**src/verilog/psd_defs.svh**
```systemverilog
// Constants for the PLL synthesizer divider control block.
`ifndef PSD_DEFS_SVH
`define PSD_DEFS_SVH

// ----------------------------------------------------------------------------
// Register addresses
// ----------------------------------------------------------------------------
`define PSD_MODE_ADDR 8'hf1
`define PSD_DATA_HI_ADDR 8'hf2
`define PSD_DATA_LO_ADDR 8'hf3
`define PSD_JUDGE_ADDR 8'hf4

// ----------------------------------------------------------------------------
// Field positions and reset values
// ----------------------------------------------------------------------------
`define PSD_REF_MSB 7
`define PSD_REF_LSB 4
`define PSD_MD_MSB 1
`define PSD_MD_LSB 0
`define PSD_MODE_RESET 8'h00
`define PSD_DATA_RESET 16'h0000
`define PSD_MODE_WMASK 8'hf3

// ----------------------------------------------------------------------------
// Divider and reference constants
// ----------------------------------------------------------------------------
`define PSD_PRESCALE_LO 5'h10
`define PSD_PRESCALE_HI 5'h11
`define PSD_REF_STOP 4'h1
`define PSD_REF_FIRST 4'h2
`define PSD_REF_LAST 4'he
// Reference divisors counted in 7.2 MHz main clock ticks.
`define PSD_DIV_1K 13'h1c20
`define PSD_DIV_1K25 13'h1680
`define PSD_DIV_2K5 13'h0b40
`define PSD_DIV_3K 13'h0960
`define PSD_DIV_5K 13'h05a0
`define PSD_DIV_6K25 13'h0480
`define PSD_DIV_9K 13'h0320
`define PSD_DIV_10K 13'h02d0
`define PSD_DIV_12K5 13'h0240
`define PSD_DIV_18K 13'h0190
`define PSD_DIV_20K 13'h0168
`define PSD_DIV_25K 13'h0120
`define PSD_DIV_50K 13'h0090

`endif

```
**src/verilog/psd_pkg.sv**
```systemverilog
// Types shared by the PLL synthesizer divider control block.
package psd_pkg;

  // Input selection and division system.
  typedef enum logic [1:0] {
    MODE_DISABLE = 2'b00,
    MODE_VHF = 2'b01,
    MODE_HF = 2'b10,
    MODE_MF = 2'b11
  } psd_mode_type;

  // Phase comparator state.
  typedef enum logic [2:0] {
    PFD_IDLE = 3'b001,
    PFD_REF_LEAD = 3'b010,
    PFD_DIV_LEAD = 3'b100
  } psd_pfd_type;

endpackage

```
**src/verilog/psd_pll_ctrl.sv**
```systemverilog
// PLL synthesizer control: input select, divider, reference, comparator.
`timescale 1ns/10ps
`include "psd_defs.svh"

module psd_pll_ctrl (
  // Clock and reset.
  input wire logic MCLK_I,
  input wire logic RESET_N_I,
  // Special function register port.
  input wire logic [7:0] SFR_ADDR_I,
  input wire logic SFR_WR_I,
  input wire logic SFR_RD_I,
  input wire logic [7:0] SFR_WDATA_I,
  output logic [7:0] SFR_RDATA_O,
  // Oscillator inputs and main clock tick.
  input wire logic HIGH_BAND_OSC_INPUT_I,
  input wire logic LOW_BAND_OSC_INPUT_I,
  input wire logic FOSC_TICK_I,
  // Pin control and error output.
  output logic HIGH_BAND_PULLDOWN_O,
  output logic LOW_BAND_PULLDOWN_O,
  output logic PHASE_ERROR_OUTPUT_O,
  output logic PHASE_ERROR_OUTPUT_OE_O
);
  import psd_pkg::*;

  // --------------------------------------------------------------------------
  // Registers and decode
  // --------------------------------------------------------------------------
  logic [7:0] pll_mode_select;
  logic [15:0] data_reg;
  logic [15:0] data_buf;
  logic unlock_judge_bit1;
  logic unlock_judge_bit0;
  logic [3:0] swallow_down_counter;
  logic [11:0] programmable_down_counter;
  logic [4:0] pre_cnt;
  logic osc_q;
  logic [12:0] ref_cnt;
  logic ref_pulse;
  logic seen_low;
  logic seen_high;
  psd_pfd_type pfd_state;
  psd_pfd_type next_pfd_state;

  wire [3:0] ref_freq_select = pll_mode_select[`PSD_REF_MSB:`PSD_REF_LSB];
  wire psd_mode_type input_division_mode =
    psd_mode_type'(pll_mode_select[`PSD_MD_MSB:`PSD_MD_LSB]);
  wire wr_mode = SFR_WR_I && (SFR_ADDR_I == `PSD_MODE_ADDR);
  wire wr_hi = SFR_WR_I && (SFR_ADDR_I == `PSD_DATA_HI_ADDR);
  wire wr_lo = SFR_WR_I && (SFR_ADDR_I == `PSD_DATA_LO_ADDR);
  wire rd_judge = SFR_RD_I && (SFR_ADDR_I == `PSD_JUDGE_ADDR);

  // Read data; unmapped addresses read as zero.
  logic [7:0] rd_mux;
  always_comb begin
    case (SFR_ADDR_I)
      `PSD_MODE_ADDR: rd_mux = pll_mode_select;
      `PSD_DATA_HI_ADDR: rd_mux = data_reg[15:8];
      `PSD_DATA_LO_ADDR: rd_mux = data_reg[7:0];
      `PSD_JUDGE_ADDR: rd_mux = {6'h00, unlock_judge_bit1, unlock_judge_bit0};
      default: rd_mux = 8'h00;
    endcase
  end

  // Reserved mode bits are held at zero, their inactive value.
  always_ff @(posedge MCLK_I or negedge RESET_N_I) begin
    if (!RESET_N_I) begin
      pll_mode_select <= `PSD_MODE_RESET;
      data_reg <= `PSD_DATA_RESET;
      SFR_RDATA_O <= 8'h00;
    end else begin
      if (wr_mode)
        pll_mode_select <= SFR_WDATA_I & `PSD_MODE_WMASK;
      if (wr_hi)
        data_reg[15:8] <= SFR_WDATA_I;
      if (wr_lo)
        data_reg[7:0] <= SFR_WDATA_I;
      if (SFR_RD_I)
        SFR_RDATA_O <= rd_mux;
    end
  end

  // --------------------------------------------------------------------------
  // Input selection
  // --------------------------------------------------------------------------
  wire div_on = (input_division_mode != MODE_DISABLE);
  wire swallow_mode = (input_division_mode == MODE_VHF) ||
                      (input_division_mode == MODE_HF);
  wire osc_sel = (input_division_mode == MODE_VHF) ?
                 HIGH_BAND_OSC_INPUT_I : LOW_BAND_OSC_INPUT_I;
  wire osc_rise = div_on && osc_sel && !osc_q;

  // The unused pin is pulled down so a floating VCO line cannot toggle.
  always_ff @(posedge MCLK_I or negedge RESET_N_I) begin
    if (!RESET_N_I) begin
      HIGH_BAND_PULLDOWN_O <= 1'b1;
      LOW_BAND_PULLDOWN_O <= 1'b1;
      osc_q <= 1'b0;
    end else begin
      HIGH_BAND_PULLDOWN_O <= (input_division_mode != MODE_VHF);
      LOW_BAND_PULLDOWN_O <= (input_division_mode != MODE_HF) &&
                             (input_division_mode != MODE_MF);
      osc_q <= div_on && osc_sel;
    end
  end

  // --------------------------------------------------------------------------
  // Programmable divider
  // --------------------------------------------------------------------------
  // While the swallow counter is non-zero the prescaler divides by 17, so
  // the total count is 16 times the upper field plus the lower field.
  wire [4:0] pre_mod = (swallow_down_counter != 4'h0) ?
                       `PSD_PRESCALE_HI : `PSD_PRESCALE_LO;
  wire pre_wrap = swallow_mode && osc_rise &&
                  (pre_cnt == pre_mod - 5'h01);
  wire pc_step = swallow_mode ? pre_wrap : osc_rise;
  wire pc_end = pc_step && (programmable_down_counter <= 12'h001);
  wire fn_pulse = pc_end;

  // Counters load only from the buffer, which reloads from the register.
  always_ff @(posedge MCLK_I or negedge RESET_N_I) begin
    if (!RESET_N_I) begin
      data_buf <= `PSD_DATA_RESET;
      programmable_down_counter <= 12'h000;
      swallow_down_counter <= 4'h0;
      pre_cnt <= 5'h00;
    end else if (!div_on || pc_end) begin
      data_buf <= data_reg;
      programmable_down_counter <= data_buf[15:4];
      swallow_down_counter <= swallow_mode ? data_buf[3:0] : 4'h0;
      pre_cnt <= 5'h00;
    end else begin
      if (!swallow_mode)
        swallow_down_counter <= 4'h0;
      else if (pre_wrap && swallow_down_counter != 4'h0)
        swallow_down_counter <= swallow_down_counter - 4'h1;
      if (!swallow_mode)
        pre_cnt <= 5'h00;
      else if (osc_rise)
        pre_cnt <= pre_wrap ? 5'h00 : pre_cnt + 5'h01;
      if (pc_step)
        programmable_down_counter <= programmable_down_counter - 12'h001;
    end
  end

  // --------------------------------------------------------------------------
  // Reference generator
  // --------------------------------------------------------------------------
  // Maps the reference code to a divisor of the 7.2 MHz tick.
  function automatic logic [12:0] ref_divisor(input logic [3:0] code);
    case (code)
      4'h2: ref_divisor = `PSD_DIV_1K;
      4'h3: ref_divisor = `PSD_DIV_1K25;
      4'h4: ref_divisor = `PSD_DIV_2K5;
      4'h5: ref_divisor = `PSD_DIV_3K;
      4'h6: ref_divisor = `PSD_DIV_5K;
      4'h7: ref_divisor = `PSD_DIV_6K25;
      4'h8: ref_divisor = `PSD_DIV_9K;
      4'h9: ref_divisor = `PSD_DIV_10K;
      4'ha: ref_divisor = `PSD_DIV_12K5;
      4'hb: ref_divisor = `PSD_DIV_18K;
      4'hc: ref_divisor = `PSD_DIV_20K;
      4'hd: ref_divisor = `PSD_DIV_25K;
      default: ref_divisor = `PSD_DIV_50K;
    endcase
  endfunction

  // Stop, zero and the reserved code all hold the reference still.
  wire ref_on = (ref_freq_select >= `PSD_REF_FIRST) &&
                (ref_freq_select <= `PSD_REF_LAST);
  wire ref_wrap = FOSC_TICK_I &&
                  (ref_cnt >= ref_divisor(ref_freq_select) - 13'h0001);

  always_ff @(posedge MCLK_I or negedge RESET_N_I) begin
    if (!RESET_N_I) begin
      ref_cnt <= 13'h0000;
      ref_pulse <= 1'b0;
    end else if (!ref_on) begin
      ref_cnt <= 13'h0000;
      ref_pulse <= 1'b0;
    end else begin
      ref_pulse <= ref_wrap;
      if (FOSC_TICK_I)
        ref_cnt <= ref_wrap ? 13'h0000 : ref_cnt + 13'h0001;
    end
  end

  // --------------------------------------------------------------------------
  // Phase comparator, charge pump and unlock detector
  // --------------------------------------------------------------------------
  wire pll_run = ref_on && div_on;

  // Whichever edge arrives first opens the error window; the other closes it.
  always_comb begin
    next_pfd_state = pfd_state;
    if (!pll_run)
      next_pfd_state = PFD_IDLE;
    else begin
      case (pfd_state)
        PFD_IDLE: begin
          if (ref_pulse && !fn_pulse)
            next_pfd_state = PFD_REF_LEAD;
          else if (fn_pulse && !ref_pulse)
            next_pfd_state = PFD_DIV_LEAD;
        end
        PFD_REF_LEAD: begin
          if (fn_pulse && !ref_pulse)
            next_pfd_state = PFD_IDLE;
        end
        PFD_DIV_LEAD: begin
          if (ref_pulse && !fn_pulse)
            next_pfd_state = PFD_IDLE;
        end
        default: next_pfd_state = PFD_IDLE;
      endcase
    end
  end

  wire lead_ref = (pfd_state == PFD_REF_LEAD);
  wire lead_div = (pfd_state == PFD_DIV_LEAD);

  always_ff @(posedge MCLK_I or negedge RESET_N_I) begin
    if (!RESET_N_I) begin
      pfd_state <= PFD_IDLE;
      PHASE_ERROR_OUTPUT_O <= 1'b0;
      PHASE_ERROR_OUTPUT_OE_O <= 1'b0;
    end else begin
      pfd_state <= next_pfd_state;
      PHASE_ERROR_OUTPUT_O <= (next_pfd_state == PFD_DIV_LEAD);
      PHASE_ERROR_OUTPUT_OE_O <= (next_pfd_state != PFD_IDLE);
    end
  end

  // Errors seen during one reference period are judged at its end; a
  // judge read in the same cycle as a new judgement loses to the set.
  always_ff @(posedge MCLK_I or negedge RESET_N_I) begin
    if (!RESET_N_I) begin
      seen_low <= 1'b0;
      seen_high <= 1'b0;
      unlock_judge_bit1 <= 1'b0;
      unlock_judge_bit0 <= 1'b0;
    end else begin
      seen_low <= ref_pulse ? 1'b0 : (seen_low || lead_ref);
      seen_high <= ref_pulse ? 1'b0 : (seen_high || lead_div);
      if (ref_pulse && (seen_low || lead_ref))
        unlock_judge_bit1 <= 1'b1;
      else if (rd_judge)
        unlock_judge_bit1 <= 1'b0;
      if (ref_pulse && (seen_high || lead_div))
        unlock_judge_bit0 <= 1'b1;
      else if (rd_judge)
        unlock_judge_bit0 <= 1'b0;
    end
  end
endmodule // psd_pll_ctrl
```
**config.mk**
```make
export PLATFORM = sky130hd
export DESIGN_NAME = psd_pll_ctrl
export DESIGN_NICKNAME = d
export VERILOG_FILES = /design/src/verilog/psd_pkg.sv /design/src/verilog/psd_pll_ctrl.sv
export VERILOG_INCLUDE_DIRS = /design/src /design/src/verilog
export SDC_FILE = /design/constraint.sdc
export NUM_CORES = 1
export LEC_CHECK = 0
export BUFFER_PORTS_ARGS = -buffer_cell sky130_fd_sc_hd__buf_2
export CAP_MARGIN = 20
export CORE_MARGIN = 5
export CORE_UTILIZATION = 50
export CTS_CLUSTER_SIZE = 40
export DETAILED_ROUTE_END_ITERATION = 6
export GPL_TIMING_DRIVEN = 0
export PLACE_DENSITY = 0.69
export SLEW_MARGIN = 10
export SYNTH_ARGS = -nofsm -noshare
export SYNTH_HDL_FRONTEND = slang
export SYNTH_SLANG_ARGS = --single-unit
```
**constraint.sdc**
```tcl
create_clock -name MCLK_I -period 5.1 [get_ports MCLK_I]
set_clock_uncertainty 0.2 [all_clocks]
set_input_delay 0.255 -clock MCLK_I [delete_from_list [all_inputs] [get_ports MCLK_I]]
set_output_delay 0.255 -clock MCLK_I [all_outputs]
set_load 0.02 [all_outputs]
```
==> impl_metrics.py, run 1 <==
metrics = {
    "detailed_routing": {
        "drt-total-wl_mm": 11.7,
        "drc_errors": 0,
        "route.met3.wl_um": 410,
        "wl_per_cell_um": 15.7,
        "wl_met1_mm": 5.66,
        "top_layer": "met4",
        "ant_nets": 0,
        "via_count": 4226,
        "vias_per_cell": 5.65,
        "drt_iter0_drc": 290,
        "drtPass1Iterations": 5,
        "routed-wl-met2_mm": 5.48,
    },
    "timing": {
        "hold_slack_ns": 0.0311,
        "finalSetupViolations": 0,
        "setup_tns_ns": 0,
        "maxSlewHeadroom_pct": 38.1,
        "rsz0062_at_grt": "false",
        "drv_slew": 0,
        "setup_slack_ns": 0.490,
        "fmax_ghz": 0.217,
        "finalHoldViolations": 0,
        "period_needed_ns": 4.61,
        "tightest_slew_ns": 0.925,
        "fin_crit_sh_pct": 90.4,
    },
    "run": {
        "maxCapViolCount": 0,
    },
    "setup_path": {
        "end_kind": "flop",
        "crit_type": "reg -> reg",
        "path_common_cell": "buf_2",
        "setup.worst_path.start_class": "flop",
        "crit_fanout": 10,
        "crit_chain": "buf_2 > inv_1 > ha_1 > mux4_2 > nor3_1 > nor3b_2 > xor2_1 > ha_1 > a211oi_1 > o21ai_0 > a2111o_1 > nand2_1 > buf_2 > buf_2 > a21oi_1 > a31oi_1",
        "crit_arrival_ns": 4.69,
        "ff2ff_setup_slack_ns": 0.49,
        "crit_slowest_cell": "mux4_2",
        "critPathRequiredTime_ns": 5.18,
        "cpPeakStageDelay_ns": 0.52,
    },
    "global_routing": {
        "antenna_found_initial": 0,
        "grt_max_degree": 64,
        "grt_pass1_vias": 4086,
        "gr-total-overflow": 0,
        "grt_pass1_wl_mm": 20.3,
        "grt_usage_pct": 19.4,
    },
    "synthesis": {
        "syn_inst": 550,
        "yosysMostFrequentCell": "dfrtp_1",
        "avgSynthCellArea_sq_um": 9.58,
        "synth_common_cells": "90 x dfrtp_1, 80 x nand2_1, 41 x nor2_1, 31 x inv_1",
        "synth_nets": 599,
        "seq_area_frac_synth_pct": 44.3,
        "synth_enable_flop_cells": 0,
        "synth_top_area_cell": "dfrtp_1",
        "async_flop_share_pct": 100,
        "synth_top_area_share_pct": 42.8,
        "synth_ff_type": "dfrtp_1",
        "synthTopCellsByArea": "dfrtp_1 43%, ha_1 6.2%, mux2_2 6.0%",
        "synth.yosys.warnings": 0,
        "synth_area_sq_um": 5270,
        "yosysUniqueCellTypes": 65,
        "ys_seq_elements": 93,
    },
    "finish": {
        "syn2layout_area_growth_pct": 12.6,
        "antenna_cells": 0,
        "final_area_sq_um": 5930,
        "layout-drive-gt1-share_pct": 17.5,
        "finalNetCount": 656,
    },
    "clock_network": {
        "cts_root_buf": "clkbuf_8",
        "worstSkewPairLatency_ns": 0.36,
        "cts_tree": "done",
        "clk_pin_slew_ns": 0.10,
        "postCtsSetupBuffers": 0,
        "clockBufferDepth": 2,
        "clock-sinks": 93,
        "htreeDepth": 3,
        "cts_resized": 0,
        "numCtsBuffers": 9,
        "cts-hold-fix-buffers": 11,
    },
    "place": {
        "pre_cts_slack_ns": 0.539,
        "port_buffers": 34,
        "place_congestion": 0.816,
        "place_area_sq_um": 5640,
        "dp_hpwl_mm": 8.62,
    },
    "power_and_ir_drop": {
        "finalPower_uw": 1600,
        "power_density_nw_per_um2": 270,
        "ir_drop_mv": 0.152,
        "leakagePower_uw": 0.00273,
    },
    "die": {
        "die_area_sq_um": 12700,
        "std_cell_rows": 37,
        "io-pin-count": 35,
        "start_util_pct": 51.0,
        "die_x_um": 113,
        "die_y_um": 113,
        "coreArea_sq_um": 10300,
    },
    "min_path": {
        "hold_class": "in -> reg",
    },
    "outcome": {
        "status": "completed",
    },
}
==> cell type report <==
cell class | count | area (sq um)
fillers | 920 | 4390
multi-input cells | 403 | 2700
flip-flops and latches | 93 | 2330
repair buffers | 46 | 310
well taps | 136 | 170
clock buffers | 9 | 124
plain buffers | 23 | 118
inverters | 31 | 116
clock inverters | 7 | 61.3
==> report_power, final <==
part           switching (uW)  leakage [uW]  internal, uW
clock                     283     0.0000846           183
sequential               37.7       0.00127           775
combinational             191       0.00138           133
==> cell families after synthesis <==
kind of cell             share of synthesized area, %
AND/OR/NAND/NOR                                  19.2
AO/OA/AOI/OAI                                    15.2
flip-flops                                       44.3
buffers and inverters                            4.44
multiplexers                                     8.88
adder cells (fa/ha/maj)                          6.18
XOR/XNOR                                         1.83
==> routing by layer <==
layer  vias up  GRT usage (%)
li1       2066              -
met1      2070           28.1
met2        76           30.3
met3        14           2.91
met4         0           5.77
met5         -              0
==> placed cells by master, fill, tap and decap left out, drive strengths merged, types with 13 or more instances in the layout <==
master  Yosys  routed
nor2       41      41
mux2       28      28
mux2i      13      13
ha         26      26
nor3       14      14
dfrtp      90      90
o21ai      25      25
nand2      80      80
buf        13      48
inv        31      32
a22oi      13      13
clkbuf     10      19
a21oi      28      28
nand2b     13      13
nand3      18      18
==> stage by stage <==
| stage | instances | util, % |
|---|---|---|
| finish | 748 | 57.5 |
| global route | 748 | 57.5 |
| CTS | 748 | 57.5 |
| global placement | 720 | 54.3 |
| detailed placement | 721 | 54.6 |
| floorplan | 550 | - |
==> worst max-delay path: cells and delay by family (launching register included) <==
family | cells | cell delay [ns]
and+or+nand+nor | 3 | 0.66
xor gates and xnor gates | 1 | 0.19
buffers and inverters | 4 | 0.82
adders and majority gates | 2 | 0.58
AOI/OAI and AO/OA | 5 | 1.06
muxes | 1 | 0.52
DFF | 1 | 0.49
==> worst paths after layout <==
check / end / cells after the start / start
max: ref_cnt[10] / 16 / pll_mode_select[5]
min: ref_pulse / 3 / FOSC_TICK_I
max reg2reg: ref_cnt[10] / 16 / pll_mode_select[5]
min reg2reg: data_buf[0] / 2 / data_buf[0]
max in group asynchronous: HIGH_BAND_PULLDOWN_O / 3 / RESET_N_I
min in group asynchronous: data_reg[9] / 2 / RESET_N_I
No activity file was read; power rests on OpenSTA's default activity.
==> run 2: changes to the inputs <==
Settings changed: CELL_PAD_IN_SITES_DETAIL_PLACEMENT from default to 0, CELL_PAD_IN_SITES_GLOBAL_PLACEMENT from default to 1, CORE_UTILIZATION 50 to 48, GPL_ROUTABILITY_DRIVEN from default to 0, PLACE_DENSITY 0.69 to 0.82, SKIP_LAST_GASP from default to 1.
==> run 2 against run 1 <==
Effect of this change: utilization is 2.4 points lower; power grew 3.3%; clock-buffer cell count up 2; clock power is 11% higher; critical endpoint is now ref_cnt[5].
==> impl_metrics.py, run 2 (synthesis gave the netlist of run 1 again) <==
metrics = {
    "clock_network": {
        "clockBufferDepth": 2,
        "cts_tree": "done",
        "clk_pin_slew_ns": 0.10,
        "numCtsBuffers": 9,
        "worstSkewPairLatency_ns": 0.38,
        "cts_root_buf": "clkbuf_8",
        "htreeDepth": 3,
        "postCtsSetupBuffers": 0,
        "clock-sinks": 93,
    },
    "detailed_routing": {
        "drt-total-wl_mm": 12.1,
        "drc_errors": 0,
        "drt_iter0_drc": 252,
        "vias_per_cell": 5.63,
        "wl_per_cell_um": 16.1,
        "drtPass1Iterations": 4,
        "via_count": 4230,
        "ant_nets": 0,
    },
    "power_and_ir_drop": {
        "ir_drop_mv": 0.133,
        "leakagePower_uw": 0.00273,
        "power_density_nw_per_um2": 279,
    },
    "die": {
        "std_cell_rows": 38,
        "io-pin-count": 35,
        "die_area_sq_um": 13200,
        "die_y_um": 115,
        "start_util_pct": 48.8,
        "coreArea_sq_um": 10800,
        "die_x_um": 115,
    },
    "global_routing": {
        "grt.met3_usage_pct": 3.11,
        "gr-total-overflow": 0,
        "met2_usage_pct": 32.4,
        "grt_pass1_wl_mm": 20.3,
        "grt_max_degree": 65,
        "antenna_found_initial": 0,
        "use_met1_pct": 26.0,
        "top_usage_layer": "met2",
        "grt_pass1_vias": 4151,
        "grt_usage_pct": 19.4,
    },
    "timing": {
        "drv_slew": 0,
        "fmax_ghz": 0.219,
        "fin_crit_sh_pct": 89.4,
        "finalSetupViolations": 0,
        "finalHoldViolations": 0,
        "period_needed_ns": 4.56,
        "setup_tns_ns": 0,
        "setup_slack_ns": 0.539,
        "rsz0062_at_grt": "false",
        "maxSlewHeadroom_pct": 42.5,
        "tightest_slew_ns": 0.859,
    },
    "setup_path": {
        "critPathRequiredTime_ns": 5.20,
        "crit_buf_inv": 4,
        "cp.depth": 16,
        "path_common_cell": "buf_2",
        "cpPeakStageDelay_ns": 0.52,
        "crit_arrival_ns": 4.66,
        "setup.worst_path.start_class": "flop",
        "end_kind": "flop",
        "crit_slowest_cell": "mux4_2",
        "crit_family": "compound AO/OA/AOI/OAI gates",
        "r2r_cells": 16,
        "crit_chain": "buf_2 > inv_1 > ha_1 > mux4_2 > nor3_1 > nor3b_2 > xor2_1 > ha_1 > a211oi_1 > o21ai_0 > a2111o_1 > nand2_1 > buf_2 > buf_2 > a21oi_1 > a31oi_1",
        "crit_fanout": 10,
        "crit_type": "reg -> reg",
    },
    "finish": {
        "mostFrequentLayoutCell": "dfrtp_1",
        "finalNetCount": 655,
        "most-common-layout-cells": "90 x dfrtp_1, 80 x nand2_1, 42 x buf_2",
        "syn2layout_area_growth_pct": 12.9,
        "antenna_cells": 0,
        "fin_util_pct": 55.1,
        "fillCellCount": 965,
        "layout-drive-gt1-share_pct": 17.3,
        "final_area_sq_um": 5940,
    },
    "place": {
        "place_area_sq_um": 5640,
        "dp_hpwl_mm": 8.89,
        "pre_cts_slack_ns": 0.582,
        "port_buffers": 34,
    },
    "run": {
        "maxCapViolCount": 0,
    },
    "outcome": {
        "status": "completed",
    },
    "min_path": {
        "hold_class": "in -> reg",
        "whs_path_depth": 3,
    },
}
run 2: cell types whose count changed in the layout (fill, tap and decap cells not counted):
| cell | delta |
|---|---|
| bufinv_16 | +1 |
| clkbuf_1 | +1 |
| clkbuf_8 | +1 |
| clkinv_2 | -1 |
| clkinv_4 | -1 |
| clkinv_8 | -1 |
| clkinvlp_4 | +1 |
| dlygate4sd3_1 | -1 |
| inv_6 | -1 |
run 2: cell type report:
| type | instances | area (sq um) | area share (%) |
|---|---|---|---|
| timing repair buffer | 45 | 300 | 5.05 |
| tap | 140 | 175 | 2.95 |
| sequential | 93 | 2330 | 39.2 |
| buffer | 23 | 118 | 1.98 |
| clock buffer | 11 | 141 | 2.38 |
| multi-input combinational | 403 | 2700 | 45.5 |
| clock inverter | 5 | 60.1 | 1.01 |
| inverter | 31 | 116 | 1.96 |
run 2: worst register-to-register path: stages, from the launching register on:
cell,delay [ns]
dfrtp_1,0.48
buf_2,0.26
inv_1,0.10
ha_1,0.32
mux4_2,0.52
nor3_1,0.29
nor3b_2,0.27
xor2_1,0.20
ha_1,0.27
a211oi_1,0.18
o21ai_0,0.15
a2111o_1,0.43
nand2_1,0.10
buf_2,0.21
buf_2,0.25
a21oi_1,0.09
a31oi_1,0.15
run 2: metal layers:
metal / routed length (um) / up-vias / share of wire [%]
li1: - / 2063 / -
met1: 5610 / 2081 / 46
met2: 5930 / 74 / 49
met3: 404 / 12 / 3.3
met4: 157 / 0 / 1.3
met5: 0 / - / 0
run 2: stage by stage:
stage	cells	power [uW]	hold slack, ns
final	751	1660	0.00247
after global routing	751	1740	0.0160
after CTS	751	1670	0.00297
after detailed placement	725	1140	0.0304
after global placement	724	1130	0.250
after floorplan	550	1040	-0.241
run 2: timing repair:
| item | in CTS | in global routing |
|---|---|---|
| gates resized for setup | 0 | 0 |
| hold buffers | 10 | 0 |
| endpoints found under the hold margin | 52 | 0 |
run 2: final timing paths:
path,start,endpoint,slack (ns)
setup / recovery,pll_mode_select[5],ref_cnt[5],0.54
hold / removal,HIGH_BAND_OSC_INPUT_I,osc_q,0.002
setup reg to reg,pll_mode_select[5],ref_cnt[5],0.54
hold reg to reg,data_buf[0],data_buf[0],0.27
max in group asynchronous,RESET_N_I,programmable_down_counter[9],3.88
min in group asynchronous,RESET_N_I,PHASE_ERROR_OUTPUT_O,0.18
run 2: where the power goes:
part           switching (uW)  leakage, uW  internal, uW
registers                37.8      0.00127           775
clock network             279    0.0000878           240
logic                     192      0.00137           132
total                     509      0.00273          1150
